$ cat src/hdl/timer_wave_pkg.sv
// Constants, types and mode decoder for the timer waveform block
package timer_wave_pkg;

    // Register byte addresses
    localparam logic [7:0] OFF_CTRL_A = 8'h00;
    localparam logic [7:0] OFF_CTRL_B = 8'h04;
    localparam logic [7:0] OFF_PIN_EN = 8'h08;
    localparam logic [7:0] OFF_CMP_A = 8'h0c;
    localparam logic [7:0] OFF_CMP_B = 8'h10;
    localparam logic [7:0] OFF_CAPT = 8'h14;
    localparam logic [7:0] OFF_COUNT = 8'h18;
    localparam logic [7:0] OFF_STATUS = 8'h1c;

    // Writable bits and reset values
    localparam logic [7:0] CTRL_A_MASK = 8'hf3;
    localparam logic [7:0] CTRL_B_MASK = 8'hdf;
    localparam logic [7:0] RESET_BYTE = 8'h00;
    localparam logic [15:0] RESET_WORD = 16'h0000;

    // Field positions
    localparam int CA_ACT_A_LSB = 6;
    localparam int CA_ACT_B_LSB = 4;
    localparam int CA_WGM_LSB = 0;
    localparam int CB_WGM_LSB = 3;
    localparam int PE_B_LSB = 4;
    localparam int STAT_OVF_BIT = 0;
    localparam int STAT_UP_BIT = 1;
    localparam int STAT_WAVE_A_BIT = 2;
    localparam int STAT_WAVE_B_BIT = 3;
    localparam int STAT_MODE_LSB = 4;

    // Counter limits
    localparam logic [15:0] TOP_MAX = 16'hffff;
    localparam logic [15:0] TOP_8BIT = 16'h00ff;
    localparam logic [15:0] TOP_9BIT = 16'h01ff;
    localparam logic [15:0] TOP_10BIT = 16'h03ff;
    localparam logic [15:0] BOTTOM = 16'h0000;
    localparam logic [15:0] ONE = 16'h0001;

    // Timer clock enable: one pulse every TICK_DIV_M1 + 1 clocks
    localparam logic [3:0] TICK_DIV_M1 = 4'h3;
    localparam logic [3:0] TICK_ZERO = 4'h0;
    localparam logic [3:0] TICK_ONE = 4'h1;

    // Output actions
    localparam logic [1:0] ACT_OFF = 2'h0;
    localparam logic [1:0] ACT_TOGGLE = 2'h1;
    localparam logic [1:0] ACT_CLEAR = 2'h2;
    localparam logic [1:0] ACT_SET = 2'h3;

    localparam logic [1:0] RESP_OKAY = 2'h0;
    localparam logic [1:0] RESP_SLVERR = 2'h2;

    typedef enum logic [2:0] {SEQ_NORMAL, SEQ_CTC, SEQ_FAST, SEQ_PC, SEQ_PFC} seq_t;
    typedef enum logic [1:0] {TOP_FIXED, TOP_CMP_A, TOP_CAPT} top_src_t;
    typedef enum logic [1:0] {UPD_NOW, UPD_TOP, UPD_BOTTOM} upd_t;
    typedef enum logic [1:0] {FLAG_MAX, FLAG_TOP, FLAG_BOTTOM} flag_at_t;

    typedef struct packed {
        seq_t seq;
        top_src_t top_src;
        logic [15:0] fixed_top;
        upd_t upd;
        flag_at_t flag_at;
        logic reserved;
    } mode_dec_t;

    typedef struct packed {
        logic awvalid;
        logic [7:0] awaddr;
        logic wvalid;
        logic [31:0] wdata;
        logic [3:0] wstrb;
        logic bready;
        logic arvalid;
        logic [7:0] araddr;
        logic rready;
    } axi_req_t;

    typedef struct packed {
        logic awready;
        logic wready;
        logic bvalid;
        logic [1:0] bresp;
        logic arready;
        logic rvalid;
        logic [31:0] rdata;
        logic [1:0] rresp;
    } axi_rsp_t;

    typedef struct packed {
        logic [3:0] dir_a;
        logic [3:0] dir_b;
        logic [3:0] port_a;
        logic [3:0] port_b;
    } pins_in_t;

    typedef struct packed {
        logic [3:0] out_a;
        logic [3:0] oe_a;
        logic [3:0] out_b;
        logic [3:0] oe_b;
    } pins_out_t;

    // Mode table; mode 13 falls back to a normal count
    function automatic mode_dec_t decode_mode(input logic [3:0] m);
        mode_dec_t d;
        d = '{SEQ_NORMAL, TOP_FIXED, TOP_MAX, UPD_NOW, FLAG_MAX, 1'b0};
        case (m)
            4'h0: d = '{SEQ_NORMAL, TOP_FIXED, TOP_MAX, UPD_NOW, FLAG_MAX, 1'b0};
            4'h1: d = '{SEQ_PC, TOP_FIXED, TOP_8BIT, UPD_TOP, FLAG_BOTTOM, 1'b0};
            4'h2: d = '{SEQ_PC, TOP_FIXED, TOP_9BIT, UPD_TOP, FLAG_BOTTOM, 1'b0};
            4'h3: d = '{SEQ_PC, TOP_FIXED, TOP_10BIT, UPD_TOP, FLAG_BOTTOM, 1'b0};
            4'h4: d = '{SEQ_CTC, TOP_CMP_A, TOP_MAX, UPD_NOW, FLAG_MAX, 1'b0};
            4'h5: d = '{SEQ_FAST, TOP_FIXED, TOP_8BIT, UPD_TOP, FLAG_TOP, 1'b0};
            4'h6: d = '{SEQ_FAST, TOP_FIXED, TOP_9BIT, UPD_TOP, FLAG_TOP, 1'b0};
            4'h7: d = '{SEQ_FAST, TOP_FIXED, TOP_10BIT, UPD_TOP, FLAG_TOP, 1'b0};
            4'h8: d = '{SEQ_PFC, TOP_CAPT, TOP_MAX, UPD_BOTTOM, FLAG_BOTTOM, 1'b0};
            4'h9: d = '{SEQ_PFC, TOP_CMP_A, TOP_MAX, UPD_BOTTOM, FLAG_BOTTOM, 1'b0};
            4'ha: d = '{SEQ_PC, TOP_CAPT, TOP_MAX, UPD_TOP, FLAG_BOTTOM, 1'b0};
            4'hb: d = '{SEQ_PC, TOP_CMP_A, TOP_MAX, UPD_TOP, FLAG_BOTTOM, 1'b0};
            4'hc: d = '{SEQ_CTC, TOP_CAPT, TOP_MAX, UPD_NOW, FLAG_MAX, 1'b0};
            4'hd: d = '{SEQ_NORMAL, TOP_FIXED, TOP_MAX, UPD_NOW, FLAG_MAX, 1'b1};
            4'he: d = '{SEQ_FAST, TOP_CAPT, TOP_MAX, UPD_TOP, FLAG_TOP, 1'b0};
            4'hf: d = '{SEQ_FAST, TOP_CMP_A, TOP_MAX, UPD_TOP, FLAG_TOP, 1'b0};
            default: d = '{SEQ_NORMAL, TOP_FIXED, TOP_MAX, UPD_NOW, FLAG_MAX, 1'b1};
        endcase
        return d;
    endfunction : decode_mode

endpackage : timer_wave_pkg

$ cat src/hdl/timer_wave.sv
// Timer waveform mode decoder, counter and compare-output pin logic
//
// Contract
// [RL1] Nonzero action field lets waveform take pins
// [RL2] Pin driver needs direction and pin enable
// [RL3] Clear pin enable or zero action: port
// [RL4] Non-PWM match: toggle, drive low, drive high
// [RL5] Fast PWM: clear/set on match, opposite at TOP
// [RL6] PWM action one: toggle A only if top bit
// [RL7] Fast PWM compare equals TOP: only TOP action
// [RL8] Dual-slope: action by count direction at match
// [RL9] Control A bits three and two unused
// [RL10] Four-bit mode from both control registers
// [RL11] Normal and clear-on-match modes: TOP, immediate update
// [RL12] Modes 1-3: phase correct, fixed TOP
// [RL13] Fast PWM modes: update and flag at TOP
// [RL14] Modes 8-11: dual slope, flag at BOTTOM
// [RL15] Dual slope counts zero to TOP and back
// [RL16] Flag set with compare buffer load; modes 1-3, 10 and 11 load the buffer at TOP but set the flag at BOTTOM
// [RL17] Dual slope: BOTTOM or TOP compare gives constant
// [RL18] Pin enables: A low nibble, B high
// [RL19] Reserved mode counts normally, pins disconnected
// [RL20] Software avoids reserved bits, mode, actions
//
// The address map and the AXI4-Lite interface to the registers were left to the implementer.
module timer_wave (
    input wire logic aclk,
    input wire logic aresetn,
    input wire timer_wave_pkg::axi_req_t axi_req,
    output timer_wave_pkg::axi_rsp_t axi_rsp,
    input wire timer_wave_pkg::pins_in_t pins_in,
    output timer_wave_pkg::pins_out_t pins_out
);
    import timer_wave_pkg::*;

    typedef struct packed {
        logic [7:0] ctrl_a;
        logic [7:0] ctrl_b;
        logic [7:0] pin_en;
        logic [15:0] buf_a;
        logic [15:0] buf_b;
        logic [15:0] cmp_a;
        logic [15:0] cmp_b;
        logic [15:0] capt;
        logic [15:0] count;
        logic up;
        logic wave_a;
        logic wave_b;
        logic ovf;
        logic [3:0] div;
        logic aw_got;
        logic [7:0] aw_addr;
        logic w_got;
        logic [31:0] wdata;
        logic [3:0] wstrb;
        logic bvalid;
        logic [1:0] bresp;
        logic rvalid;
        logic [31:0] rdata;
        logic [1:0] rresp;
    } state_t;

    state_t s_q, s_d;

    logic [3:0] mode;
    mode_dec_t dec;
    logic [15:0] top;
    logic [1:0] act_a, act_b;
    logic pwm;
    logic conn_a, conn_b;
    logic [3:0] sel_a, sel_b;

    // Byte-lane merge for 16-bit registers
    function automatic logic [15:0] merge16(input logic [15:0] old, input logic [31:0] d,
                                            input logic [3:0] strb);
        logic [15:0] r;
        r = old;
        if (strb[0])
            r[7:0] = d[7:0];
        if (strb[1])
            r[15:8] = d[15:8];
        return r;
    endfunction : merge16

    // Next waveform level for one channel on a timer tick
    function automatic logic wave_step(input seq_t seq, input logic [1:0] act,
                                       input logic wave, input logic [15:0] cnt,
                                       input logic [15:0] cmp, input logic [15:0] tp,
                                       input logic up, input logic top_bit,
                                       input logic is_a);
        logic w, match, tgl;
        w = wave;
        match = (cnt == cmp);
        tgl = (act == ACT_TOGGLE) && is_a && top_bit && match; // [RL6]
        case (seq)
            SEQ_NORMAL, SEQ_CTC:
                if (match)
                    case (act) // [RL4]
                        ACT_TOGGLE: w = !wave;
                        ACT_CLEAR: w = 1'b0;
                        ACT_SET: w = 1'b1;
                        default: w = wave;
                    endcase
            SEQ_FAST:
                // TOP action first, so a clear or set match at TOP is dropped; a toggle match at TOP still toggles
                if (act[1] && (cnt == tp)) // [RL7]
                    w = (act == ACT_CLEAR); // [RL5]
                else if (act[1] && match)
                    w = (act == ACT_SET); // [RL5]
                else if (tgl)
                    w = !wave; // [RL6]
            SEQ_PC, SEQ_PFC:
                if (act[1] && (cmp == BOTTOM)) // [RL17]
                    w = act[0];
                else if (act[1] && (cmp == tp)) // [RL17]
                    w = !act[0];
                else if (act[1] && match)
                    w = up ? act[0] : !act[0]; // [RL8]
                else if (tgl)
                    w = !wave; // [RL6]
            default: w = wave;
        endcase
        return w;
    endfunction : wave_step

    // Whether a channel's waveform owns its pins
    function automatic logic connected(input logic [1:0] act, input logic is_pwm,
                                       input logic top_bit, input logic is_a,
                                       input logic rsvd);
        logic c;
        c = (act != ACT_OFF) && !rsvd; // [RL1] [RL3] [RL19]
        if (is_pwm && (act == ACT_TOGGLE) && !(top_bit && is_a))
            c = 1'b0; // [RL6]
        return c;
    endfunction : connected

    // Register read mux
    function automatic logic [31:0] read_reg(input state_t s, input logic [7:0] addr,
                                             input logic [3:0] md);
        logic [31:0] r;
        r = '0;
        case (addr)
            OFF_CTRL_A: r[7:0] = s.ctrl_a;
            OFF_CTRL_B: r[7:0] = s.ctrl_b;
            OFF_PIN_EN: r[7:0] = s.pin_en;
            OFF_CMP_A: r[15:0] = s.buf_a;
            OFF_CMP_B: r[15:0] = s.buf_b;
            OFF_CAPT: r[15:0] = s.capt;
            OFF_COUNT: r[15:0] = s.count;
            OFF_STATUS:
            begin
                r[STAT_OVF_BIT] = s.ovf;
                r[STAT_UP_BIT] = s.up;
                r[STAT_WAVE_A_BIT] = s.wave_a;
                r[STAT_WAVE_B_BIT] = s.wave_b;
                r[STAT_MODE_LSB +: 4] = md;
            end
            default: r = '0;
        endcase
        return r;
    endfunction : read_reg

    function automatic logic mapped(input logic [7:0] addr);
        return (addr == OFF_CTRL_A) || (addr == OFF_CTRL_B) || (addr == OFF_PIN_EN)
            || (addr == OFF_CMP_A) || (addr == OFF_CMP_B) || (addr == OFF_CAPT)
            || (addr == OFF_COUNT) || (addr == OFF_STATUS);
    endfunction : mapped

    assign mode = {s_q.ctrl_b[CB_WGM_LSB +: 2], s_q.ctrl_a[CA_WGM_LSB +: 2]}; // [RL10]
    assign dec = decode_mode(mode); // [RL10] [RL11] [RL12] [RL13] [RL14]
    assign top = (dec.top_src == TOP_CMP_A) ? s_q.cmp_a :
                 (dec.top_src == TOP_CAPT) ? s_q.capt : dec.fixed_top;
    assign act_a = s_q.ctrl_a[CA_ACT_A_LSB +: 2];
    assign act_b = s_q.ctrl_a[CA_ACT_B_LSB +: 2];
    assign pwm = (dec.seq == SEQ_FAST) || (dec.seq == SEQ_PC) || (dec.seq == SEQ_PFC);
    assign conn_a = connected(act_a, pwm, mode[3], 1'b1, dec.reserved);
    assign conn_b = connected(act_b, pwm, mode[3], 1'b0, dec.reserved);

    // Pin enables gate each pin; a clear enable leaves port control
    assign sel_a = s_q.pin_en[3:0] & {4{conn_a}}; // [RL18] [RL3]
    assign sel_b = s_q.pin_en[PE_B_LSB +: 4] & {4{conn_b}}; // [RL18] [RL3]
    assign pins_out.out_a = (sel_a & {4{s_q.wave_a}}) | (~sel_a & pins_in.port_a); // [RL1]
    assign pins_out.out_b = (sel_b & {4{s_q.wave_b}}) | (~sel_b & pins_in.port_b); // [RL1]
    // Waveform drives a pin only where direction and enable are both set
    assign pins_out.oe_a = pins_in.dir_a; // [RL2]
    assign pins_out.oe_b = pins_in.dir_b; // [RL2]

    assign axi_rsp.awready = !s_q.aw_got && !s_q.bvalid;
    assign axi_rsp.wready = !s_q.w_got && !s_q.bvalid;
    assign axi_rsp.bvalid = s_q.bvalid;
    assign axi_rsp.bresp = s_q.bresp;
    assign axi_rsp.arready = !s_q.rvalid;
    assign axi_rsp.rvalid = s_q.rvalid;
    assign axi_rsp.rdata = s_q.rdata;
    assign axi_rsp.rresp = s_q.rresp;

    always_comb
    begin
        logic tick, at_top, at_bot, flag_ev, upd_ev;
        tick = 1'b0;
        at_top = 1'b0;
        at_bot = 1'b0;
        flag_ev = 1'b0;
        upd_ev = 1'b0;
        s_d = s_q;

        // Write channel: address and data in either order
        if (axi_req.awvalid && axi_rsp.awready)
        begin
            s_d.aw_got = 1'b1;
            s_d.aw_addr = axi_req.awaddr;
        end
        if (axi_req.wvalid && axi_rsp.wready)
        begin
            s_d.w_got = 1'b1;
            s_d.wdata = axi_req.wdata;
            s_d.wstrb = axi_req.wstrb;
        end
        if (s_q.aw_got && s_q.w_got)
        begin
            s_d.aw_got = 1'b0;
            s_d.w_got = 1'b0;
            s_d.bvalid = 1'b1;
            s_d.bresp = mapped(s_q.aw_addr) ? RESP_OKAY : RESP_SLVERR;
            if (s_q.wstrb[0])
            begin
                case (s_q.aw_addr)
                    OFF_CTRL_A: s_d.ctrl_a = s_q.wdata[7:0] & CTRL_A_MASK; // [RL9]
                    OFF_CTRL_B: s_d.ctrl_b = s_q.wdata[7:0] & CTRL_B_MASK;
                    OFF_PIN_EN: s_d.pin_en = s_q.wdata[7:0]; // [RL18]
                    OFF_STATUS:
                    begin
                        if (s_q.wdata[STAT_OVF_BIT])
                        begin
                            s_d.ovf = 1'b0;
                        end
                    end
                    default: s_d.pin_en = s_q.pin_en;
                endcase
            end
            case (s_q.aw_addr)
                OFF_CMP_A: s_d.buf_a = merge16(s_q.buf_a, s_q.wdata, s_q.wstrb);
                OFF_CMP_B: s_d.buf_b = merge16(s_q.buf_b, s_q.wdata, s_q.wstrb);
                OFF_CAPT: s_d.capt = merge16(s_q.capt, s_q.wdata, s_q.wstrb);
                default: s_d.capt = s_d.capt;
            endcase
        end
        if (s_q.bvalid && axi_req.bready)
            s_d.bvalid = 1'b0;

        // Read channel
        if (axi_req.arvalid && axi_rsp.arready)
        begin
            s_d.rvalid = 1'b1;
            s_d.rdata = read_reg(s_q, axi_req.araddr, mode);
            s_d.rresp = mapped(axi_req.araddr) ? RESP_OKAY : RESP_SLVERR;
        end
        else if (s_q.rvalid && axi_req.rready)
            s_d.rvalid = 1'b0;

        // Timer clock enable divider
        if (s_q.div == TICK_DIV_M1)
        begin
            s_d.div = TICK_ZERO;
            tick = 1'b1;
        end
        else
        begin
            s_d.div = s_q.div + TICK_ONE;
        end

        if (tick)
        begin
            at_top = (s_q.count == top);
            at_bot = (s_q.count == BOTTOM);
            s_d.wave_a = wave_step(dec.seq, act_a, s_q.wave_a, s_q.count, s_q.cmp_a, top,
                                   s_q.up, mode[3], 1'b1);
            s_d.wave_b = wave_step(dec.seq, act_b, s_q.wave_b, s_q.count, s_q.cmp_b, top,
                                   s_q.up, mode[3], 1'b0);
            case (dec.seq)
                SEQ_PC, SEQ_PFC:
                begin
                    if (s_q.up && (s_q.count >= top)) // [RL15]
                        s_d.up = 1'b0;
                    else if (!s_q.up && at_bot) // [RL15]
                        s_d.up = 1'b1;
                    s_d.count = s_d.up ? s_q.count + ONE : s_q.count - ONE;
                end
                default:
                begin
                    s_d.up = 1'b1;
                    s_d.count = at_top ? BOTTOM : s_q.count + ONE; // [RL11] [RL13]
                end
            endcase
            case (dec.flag_at)
                FLAG_TOP: flag_ev = at_top; // [RL13]
                FLAG_BOTTOM: flag_ev = at_bot; // [RL12] [RL14]
                default: flag_ev = (s_q.count == TOP_MAX); // [RL11]
            endcase
            case (dec.upd)
                UPD_TOP: upd_ev = at_top; // [RL12] [RL13] [RL14]
                UPD_BOTTOM: upd_ev = at_bot; // [RL14]
                default: upd_ev = 1'b0;
            endcase
        end

        // Hardware set wins over a same-cycle software clear
        if (flag_ev)
        begin
            s_d.ovf = 1'b1; // [RL16]
        end
        if (upd_ev)
        begin
            s_d.cmp_a = s_q.buf_a; // [RL16]
            s_d.cmp_b = s_q.buf_b;
        end
        if (dec.upd == UPD_NOW)
        begin
            s_d.cmp_a = s_d.buf_a; // [RL11]
            s_d.cmp_b = s_d.buf_b;
        end
    end

    always_ff @(posedge aclk)
    begin
        if (!aresetn)
        begin
            s_q <= '0;
            s_q.ctrl_a <= RESET_BYTE;
            s_q.ctrl_b <= RESET_BYTE;
            s_q.pin_en <= RESET_BYTE;
            s_q.count <= RESET_WORD;
            s_q.up <= 1'b1;
        end
        else
        begin
            s_q <= s_d;
        end
    end

endmodule : timer_wave

$ cat config.mk
export PLATFORM = sky130hd
export DESIGN_NAME = timer_wave
export DESIGN_NICKNAME = d
export VERILOG_FILES = /design/src/hdl/timer_wave_pkg.sv /design/src/hdl/timer_wave.sv
export SDC_FILE = /design/constraint.sdc
export NUM_CORES = 1
export LEC_CHECK = 0
export ABC_AREA = 1
export BUFFER_PORTS_ARGS = -buffer_cell sky130_fd_sc_hd__buf_4
export CORE_ASPECT_RATIO = 0.75
export CORE_UTILIZATION = 49
export CTS_BUF_LIST = sky130_fd_sc_hd__clkbuf_8
export DETAILED_ROUTE_END_ITERATION = 10
export PLACE_DENSITY = 0.7
export SYNTH_ARGS = -nofsm -noshare
export SYNTH_HDL_FRONTEND = slang
export SYNTH_SLANG_ARGS = --single-unit
$ cat constraint.sdc
create_clock -name aclk -period 3.7 [get_ports aclk]
set_clock_uncertainty 0.1 [all_clocks]
set_input_delay 0.925 -clock aclk [delete_from_list [all_inputs] [get_ports aclk]]
set_output_delay 0.925 -clock aclk [all_outputs]
set_load 0.02 [all_outputs]
==> key figures, run 1 <==
Run status
  – Status: complete, no violations

Synth
  – Synthesized area per cell: 6.45 um^2
  – Async set-reset flop share out of synthesis: 0
  – FF+latch count, synth: 173
  – Seq/Total Area, Yosys: 0.313
  – EDFF count, synth: 0
  – Predominant post-synthesis flop cell: dfxtp_1
  – Mapped Area: 11,100 um^2
  – Ys Warns: 0
  – Distinct cell type count after synthesis: 41
  – Mapped Cells: 1,716

Power and ir drop
  – P_sw: 1170 uW
  – Comb power frac: 0.137
  – Net Sw Frac: 0.307
  – Leakage: 0.00535 uW
  – Power Density: 310 nW/um^2
  – Pint: 2640 uW
  – Clk network pwr share: 0.345
  – Peak supply drop: 0.264 mV
  – Register share of total power: 0.519

Route
  – DR WL/cell: 18.7 um
  – Drt drc: 0
  – Vias per Instance: 5.61
  – WL final: 38,800 um
  – DR iter-0 viols: 1,585
  – Antenna-violating nets left: 0
  – Number of iterations in the first detailed-routing pass: 6
  – Via Count: 11,638

STA
  – Setup violators final: 0
  – Worst relative slew slack: 0.424
  – Worst-Margin Slew: 0.864 ns
  – Setup TNS: 0 ns
  – Fin crit period: 3.49 ns
  – RSZ-0062 raised after global routing: no
  – Final Cycle Share: 0.942
  – Max Clock Freq: 287 MHz
  – Final hold vios: 0
  – Fin. max-slew vios: 0

Worst setup path
  – Peak fanout along the critical path: 5
  – Crit end category: output port
  – Kind of critical path: reg -> out
  – Data arrival, critical path: 2.46 ns
  – Cell Chain, Critical Path: inv_1 -> buf_4 -> ha_1 -> nand2_1 -> o21ai_0 -> nand2_1 -> nand3_1 -> nand3b_1 -> inv_1 -> nand2_1 -> nand2_1 -> o21ai_0 -> buf_4
  – Startpoint class of the critical path: register
  – Critical path required time: 2.67 ns
  – CP max stage delay: 0.39 ns
  – Critical path's slowest cell: dfxtp_2
  – Most used cell along the critical path: nand2_1

Floorplan
  – Core Region: 22,100 um^2
  – Initial Utilization: 0.501
  – Die height: 132 um
  – DIE AREA: 23,200 um^2
  – Die Wd: 176 um
  – FP Rows: 47
  – Ports: 132

Place
  – Placed inst area: 11,900 um^2
  – PortBufs: 79
  – Detail Placement HPWL: 29,600 um
  – Placer Congestion: 1.02

Global routing
  – Global-route wire length before repair: 59,800 um
  – Total GRT Usage: 0.336
  – Antenna violations before repair: 1
  – GRT overflow: 0
  – Vias in the first global route: 10,485
  – Largest net degree at the start of global routing: 83

Layout
  – # nets final: 1,877
  – FILL cells: 2,259
  – Layout area overhead: 10.8%
  – Share of cells above drive strength 1: 0.113
  – Finished layout cell area: 12,300 um^2
  – Ant diodes: 0

Clocking
  – Deepest clock path buffer count: 2
  – Number of buffers created by CTS: 17
  – Clock sink total: 173
  – TritonCTS clock tree: built
  – Latest clock arrival within the worst-skew pair: 0.49 ns
  – Clk pin slew, worst setup/hold paths: 0.09 ns
  – # H-tree levels: 4
  – Root Buffer: clkbuf_8

Run
  – Max-cap violations: 0

Min path
  – Hold Path Class: reg -> reg
## final cells by class
| cell class | count | area (um^2) | area share |
|---|---|---|---|
| multi-input cells | 1208 | 6170 | 0.502 |
| flip-flops and latches | 173 | 3470 | 0.282 |
| repair buffers | 135 | 1030 | 0.0839 |
| inverters | 232 | 875 | 0.0713 |
| well taps | 294 | 368 | 0.0300 |
| clock buffers | 18 | 248 | 0.0202 |
| clock inverters | 13 | 119 | 0.00968 |
## per-stage QoR
step	setup WS (ns)	hold WS [ns]	power, uW	util	std cells
finish	0.214	0.362	3810	0.555	2073
global route	0.0152	0.386	3950	0.555	2073
CTS	0.147	0.362	3810	0.553	2072
detailed placement	0.199	0.344	2520	0.537	2041
global placement	0.257	0.336	2510	0.537	2041
floorplan	0.694	0.318	2370	-	1733
## path summary, 6_finish.rpt
check / cells after the start / to / slack (ns) / from
max: 13 / pins_out[15] / 0.21 / mode[1]
min: 1 / s_q[84] / 0.36 / s_q[84]
max reg2reg: 19 / s_q[152] / 0.23 / mode[1]
min reg2reg: 1 / s_q[84] / 0.36 / s_q[84]
## worst max-delay path: cells and delay by family, from the launching register on
family          cells  cell delay, ns
flops               1            0.39
compound gates      2            0.19
buf+inv             4            0.48
simple gates        6            0.69
fa+ha+maj           1            0.21
## synthesized netlist by cell type, types with 2 or more instances
cell type / number / share of area
nand2_1: 286 / 0.097
inv_1: 226 / 0.077
nor2_1: 217 / 0.074
dfxtp_1: 173 / 0.31
o21ai_0: 153 / 0.069
nand3_1: 131 / 0.059
a21oi_1: 113 / 0.051
clkbuf_1: 58 / 0.020
nand4_1: 47 / 0.027
buf_4: 46 / 0.031
o22ai_1: 45 / 0.025
ha_1: 35 / 0.040
o21ai_1: 29 / 0.013
xor2_1: 29 / 0.023
nor3_1: 24 / 0.011
xnor2_1: 17 / 0.013
buf_2: 10 / 0.0045
o21a_1: 8 / 0.0054
o41ai_1: 8 / 0.0063
nand3b_1: 7 / 0.0047
nor4_1: 6 / 0.0034
nand2_2: 5 / 0.0028
a31oi_1: 4 / 0.0023
inv_2: 4 / 0.0014
a31o_2: 3 / 0.0024
buf_1: 3 / 0.0010
buf_6: 3 / 0.0031
mux2_2: 3 / 0.0031
nand3_2: 3 / 0.0027
o211ai_1: 3 / 0.0020
or2_2: 3 / 0.0017
a211oi_1: 2 / 0.0014
a221oi_1: 2 / 0.0016
clkinv_1: 2 / 0.00068
nor3_2: 2 / 0.0018
## kinds of logic after synthesis
kind of cell,count (synthesis),share of synthesized area
xor gates and xnor gates,46,0.0364
DFF,173,0.313
muxes,3,0.00305
AOI/OAI and AO/OA,372,0.182
and+or+nand+nor,734,0.287
adders and majority gates,35,0.0396
buffers and inverters,352,0.138
other,1,0.000339
## power by group through the flow
stage / Clock (uW) / Sequential, uW / Combinational, uW
2_1_floorplan: 0 / 1980 / 388
3_3_place_gp: 0 / 2010 / 497
3_5_place_dp: 0 / 2020 / 509
4_1_cts: 1330 / 1970 / 510
5_1_grt: 1400 / 1980 / 574
6_report: 1310 / 1970 / 520
## sequential cells by signal, summed over array words and instances, names as in the netlist
| name | count |
|---|---|
| act_a | 2 |
| act_b | 2 |
| axi_rsp | 20 |
| mode | 4 |
| s_q | 145 |
## layer usage
metal	up-vias	track usage	wire length, um	share of wire
li1	5690	-	-	-
met1	5353	0.497	18100	0.47
met2	539	0.483	15900	0.41
met3	56	0.0796	4060	0.10
met4	0	0.0836	709	0.018
met5	-	0	0	0
## cell usage in the layout (no fill, tap or decap), types with 3 or more instances in the layout
master,synthesis,layout
nand4_1,47,47
ha_1,35,35
nand3_1,131,130
conb_1,1,18
o21a_1,8,8
clkinv_4,0,3
o22ai_1,45,45
nor2_1,217,216
a31oi_1,4,4
inv_2,4,5
clkinvlp_4,0,3
mux2_2,3,3
a31o_2,3,3
nor3_1,24,24
buf_4,46,133
or2_2,3,3
nand3_2,3,3
dfxtp_1,173,170
xor2_1,29,29
clkinv_2,0,3
nand2_1,286,286
o211ai_1,3,3
o21ai_1,29,29
o21ai_0,153,153
nor4_1,6,6
xnor2_1,17,17
nand2_2,5,4
clkbuf_8,0,18
o41ai_1,8,8
nand3b_1,7,7
dfxtp_2,0,3
inv_1,226,226
a21oi_1,113,112
## timing repair
action | in CTS | in global routing
hold buffers | 0 | 0
resized for setup | 0 | 11
setup buffers | 0 | 1
setup endpoints to repair | 0 | 58
(Power assumes the default switching activity.)
==> inputs of run 2 (changes only) <==
Settings changed: CORE_ASPECT_RATIO 0.75 to default, GPL_TIMING_DRIVEN from default to 0.
==> run 2 against run 1 <==
Against the previous run: the run now ends with design-rule violations left; non-clock buffer count is 77 higher; flip-flop and latch count stayed put; critical path type is now reg -> reg; power is 5.7% higher; combinational power is 11% higher; hold slack better by 0.0029 ns; sequential share of layout area is 0.92 points lower; setup slack worse by 0.073 ns; cell count is 3.1% higher; register-to-register slack worse by 0.09 ns; critical endpoint is now s_q[104]; via count is 3.5% higher; sequential power hardly changed; fmax is 2.1% lower.
==> key figures, run 2 (synthesized netlist as in run 1, its figures left out) <==
Floorplan
  – FP Rows: 54 (was 47)
  – Die Wd: 152 um (was 176 um)
  – Die height: 152 um (was 132 um)
  – Ports: 132 (unchanged)
  – Initial Utilization: 0.504 (was 0.501)
  – Core Region: 22,000 um^2 (was 22,100 um^2)
  – DIE AREA: 23,200 um^2 (about the same)

Route
  – Number of iterations in the first detailed-routing pass: 9 (was 6)
  – Antenna-violating nets left: 0 (unchanged)
  – Via Count: 12,046 (was 11,638)
  – WL final: 41,500 um (was 38,800 um)
  – DR WL/cell: 19.4 um (was 18.7 um)
  – Drt drc: 2 (was 0)
  – DR iter-0 viols: 1,123 (was 1,585)
  – Vias per Instance: 5.64 (was 5.61)

Worst setup path
  – R2R Path Start: mode[1] (unchanged)
  – Crit Reg-Reg Endpoint: s_q[104] (was s_q[152])
  – Peak fanout along the critical path: 10 (was 5)
  – R2R Setup Slk: 0.14 ns (was 0.23 ns)
  – Startpoint class of the critical path: register (unchanged)
  – Crit end category: register (was output port)
  – Critical path required time: 3.98 ns (was 2.67 ns)
  – Path depth of the worst reg2reg path: 20 (was 19)
  – Data arrival, critical path: 3.84 ns (was 2.46 ns)
  – Kind of critical path: reg -> reg (was reg -> out)

Clocking
  – TritonCTS clock tree: built (unchanged)
  – Deepest clock path buffer count: 2 (unchanged)
  – Hold buffers post-CTS: 0 (unchanged)
  – # H-tree levels: 4 (unchanged)
  – Latest clock arrival within the worst-skew pair: 0.48 ns (was 0.49 ns)
  – Clock sink total: 173 (unchanged)
  – Number of buffers created by CTS: 17 (unchanged)
  – Root Buffer: clkbuf_8 (unchanged)
  – Clk pin slew, worst setup/hold paths: 0.13 ns (was 0.09 ns)

Power and ir drop
  – Leakage: 0.00559 uW (was 0.00535 uW)
  – Peak supply drop: 0.255 mV (was 0.264 mV)
  – Power Density: 317 nW/um^2 (was 310 nW/um^2)

Layout
  – Ant diodes: 0 (unchanged)
  – Post-Layout Cell Count: 2,137 (was 2,073)
  – Max reg flops: 145 (unchanged)
  – # nets final: 1,954 (was 1,877)
  – Share of cells above drive strength 1: 0.124 (was 0.113)
  – Largest register by flop count: s_q (unchanged)
  – FILL cells: 2,208 (was 2,259)
  – Layout area overhead: 14.7% (was 10.8%)
  – Most common library cell in the layout ignoring fill and taps: nand2_1 (unchanged)
  – Most frequent cells in the layout: nand2_1, inv_1, nor2_1 (unchanged)

Global routing
  – Vias in the first global route: 11,070 (was 10,485)
  – Antenna violations before repair: 0 (was 1)
  – Largest net degree at the start of global routing: 20 (was 83)
  – GRT overflow: 0 (unchanged)
  – Global-route wire length before repair: 63,500 um (was 59,800 um)
  – Total GRT Usage: 0.357 (was 0.336)

Place
  – PortBufs: 87 (was 79)
  – Pre-CTS setup slack: -0.444 ns (was 0.199 ns)
  – Detail Placement HPWL: 33,300 um (was 29,600 um)
  – Placer Congestion: 1.02 (about the same)
  – Placed cell count: 2,100 (was 2,041)

Min path
  – Hold_sp: s_q[84] (unchanged)
  – Worst Hold End: s_q[84] (unchanged)
  – Hold path cells: 1 (unchanged)
  – Hold Path Class: reg -> reg (unchanged)

STA
  – Final Cycle Share: 0.962 (was 0.942)
  – Setup TNS: 0 ns (unchanged)
  – Fin. max-slew vios: 0 (unchanged)
  – Final hold vios: 0 (unchanged)
  – Worst-Margin Slew: 1.10 ns (was 0.864 ns)
  – Max Clock Freq: 281 MHz (was 287 MHz)
  – Fin crit period: 3.56 ns (was 3.49 ns)
  – Worst relative slew slack: 0.266 (was 0.424)
  – Setup violators final: 0 (unchanged)
  – Final hold slack: 0.365 ns (was 0.362 ns)
  – Setup ws final: 0.141 ns (was 0.214 ns)

Run status
  – Status: finished, violations left (was complete, no violations)
  – Failing checks: design-rule violations

Run
  – Max-cap violations: 0 (unchanged)
## run 2: layout make-up
class	instances	area [um^2]	share of cell area
Timing Repair Buffer	93	698	0.0550
Clock buffer	17	234	0.0184
Sequential cell	173	3470	0.273
Multi-Input combinational cell	1208	6220	0.490
Tap cell	280	350	0.0276
Clock inverter	15	190	0.0150
Buffer	119	667	0.0525
Inverter	232	871	0.0686
## run 2: worst max path at each step
stage	endpoint	slack, ns	cells after the start	from
global route	s_q[145]	-0.05	20	mode[1]
finish	s_q[104]	0.14	20	mode[1]
global placement	s_q[100]	-0.46	20	mode[0]
floorplan	s_q[134]	0.69	18	mode[0]
detailed placement	s_q[100]	-0.44	21	mode[0]
CTS	s_q[147]	0.04	19	mode[1]
## run 2: routing by layer
layer / share of wire / GRT usage / vias up / wire, um
met4: 0.043 / 0.162 / 0 / 1770
met2: 0.46 / 0.598 / 538 / 19300
li1: - / - / 5843 / -
met1: 0.42 / 0.464 / 5559 / 17500
met3: 0.072 / 0.0390 / 106 / 2980
met5: 0 / 0 / - / 0
## run 2: timing repair
action                                  in CTS  in global routing
buffers inserted                             4                  2
endpoints found under the setup margin      49                 57
gates resized for setup                     17                 14
pin swaps                                    4                  6
## run 2: through the flow
step,power (uW),area (um^2),util
after global routing,4150,12700,0.578
final,4020,12700,0.578
after global placement,2570,12100,0.553
after CTS,4010,12600,0.575
after floorplan,2370,11100,-
after detailed placement,2570,12100,0.553
## run 2: power breakdown
part	leakage (uW)	switching, uW	internal [uW]
Combinational	0.00397	368	206
Clock	0.000215	896	584
Sequential	0.00140	58.1	1910
Total	0.00559	1320	2700
## run 2: worst max-delay path, cell delays in order (launching register included)
cell and delay (ns):
dfxtp_2 0.39, inv_2 0.09, ha_1 0.22, nand2_1 0.12, nand2_4 0.13, buf_4 0.20, nand4_1 0.11, nand2_2 0.11
ha_1 0.32, nand2_1 0.08, nor2_1 0.16, nand4_1 0.10, buf_4 0.18, nor2_4 0.14, nand2_4 0.11, inv_1 0.13
nand2_1 0.07, nand2_1 0.19, clkinv_1 0.26, nand3_1 0.19, o21ai_0 0.09
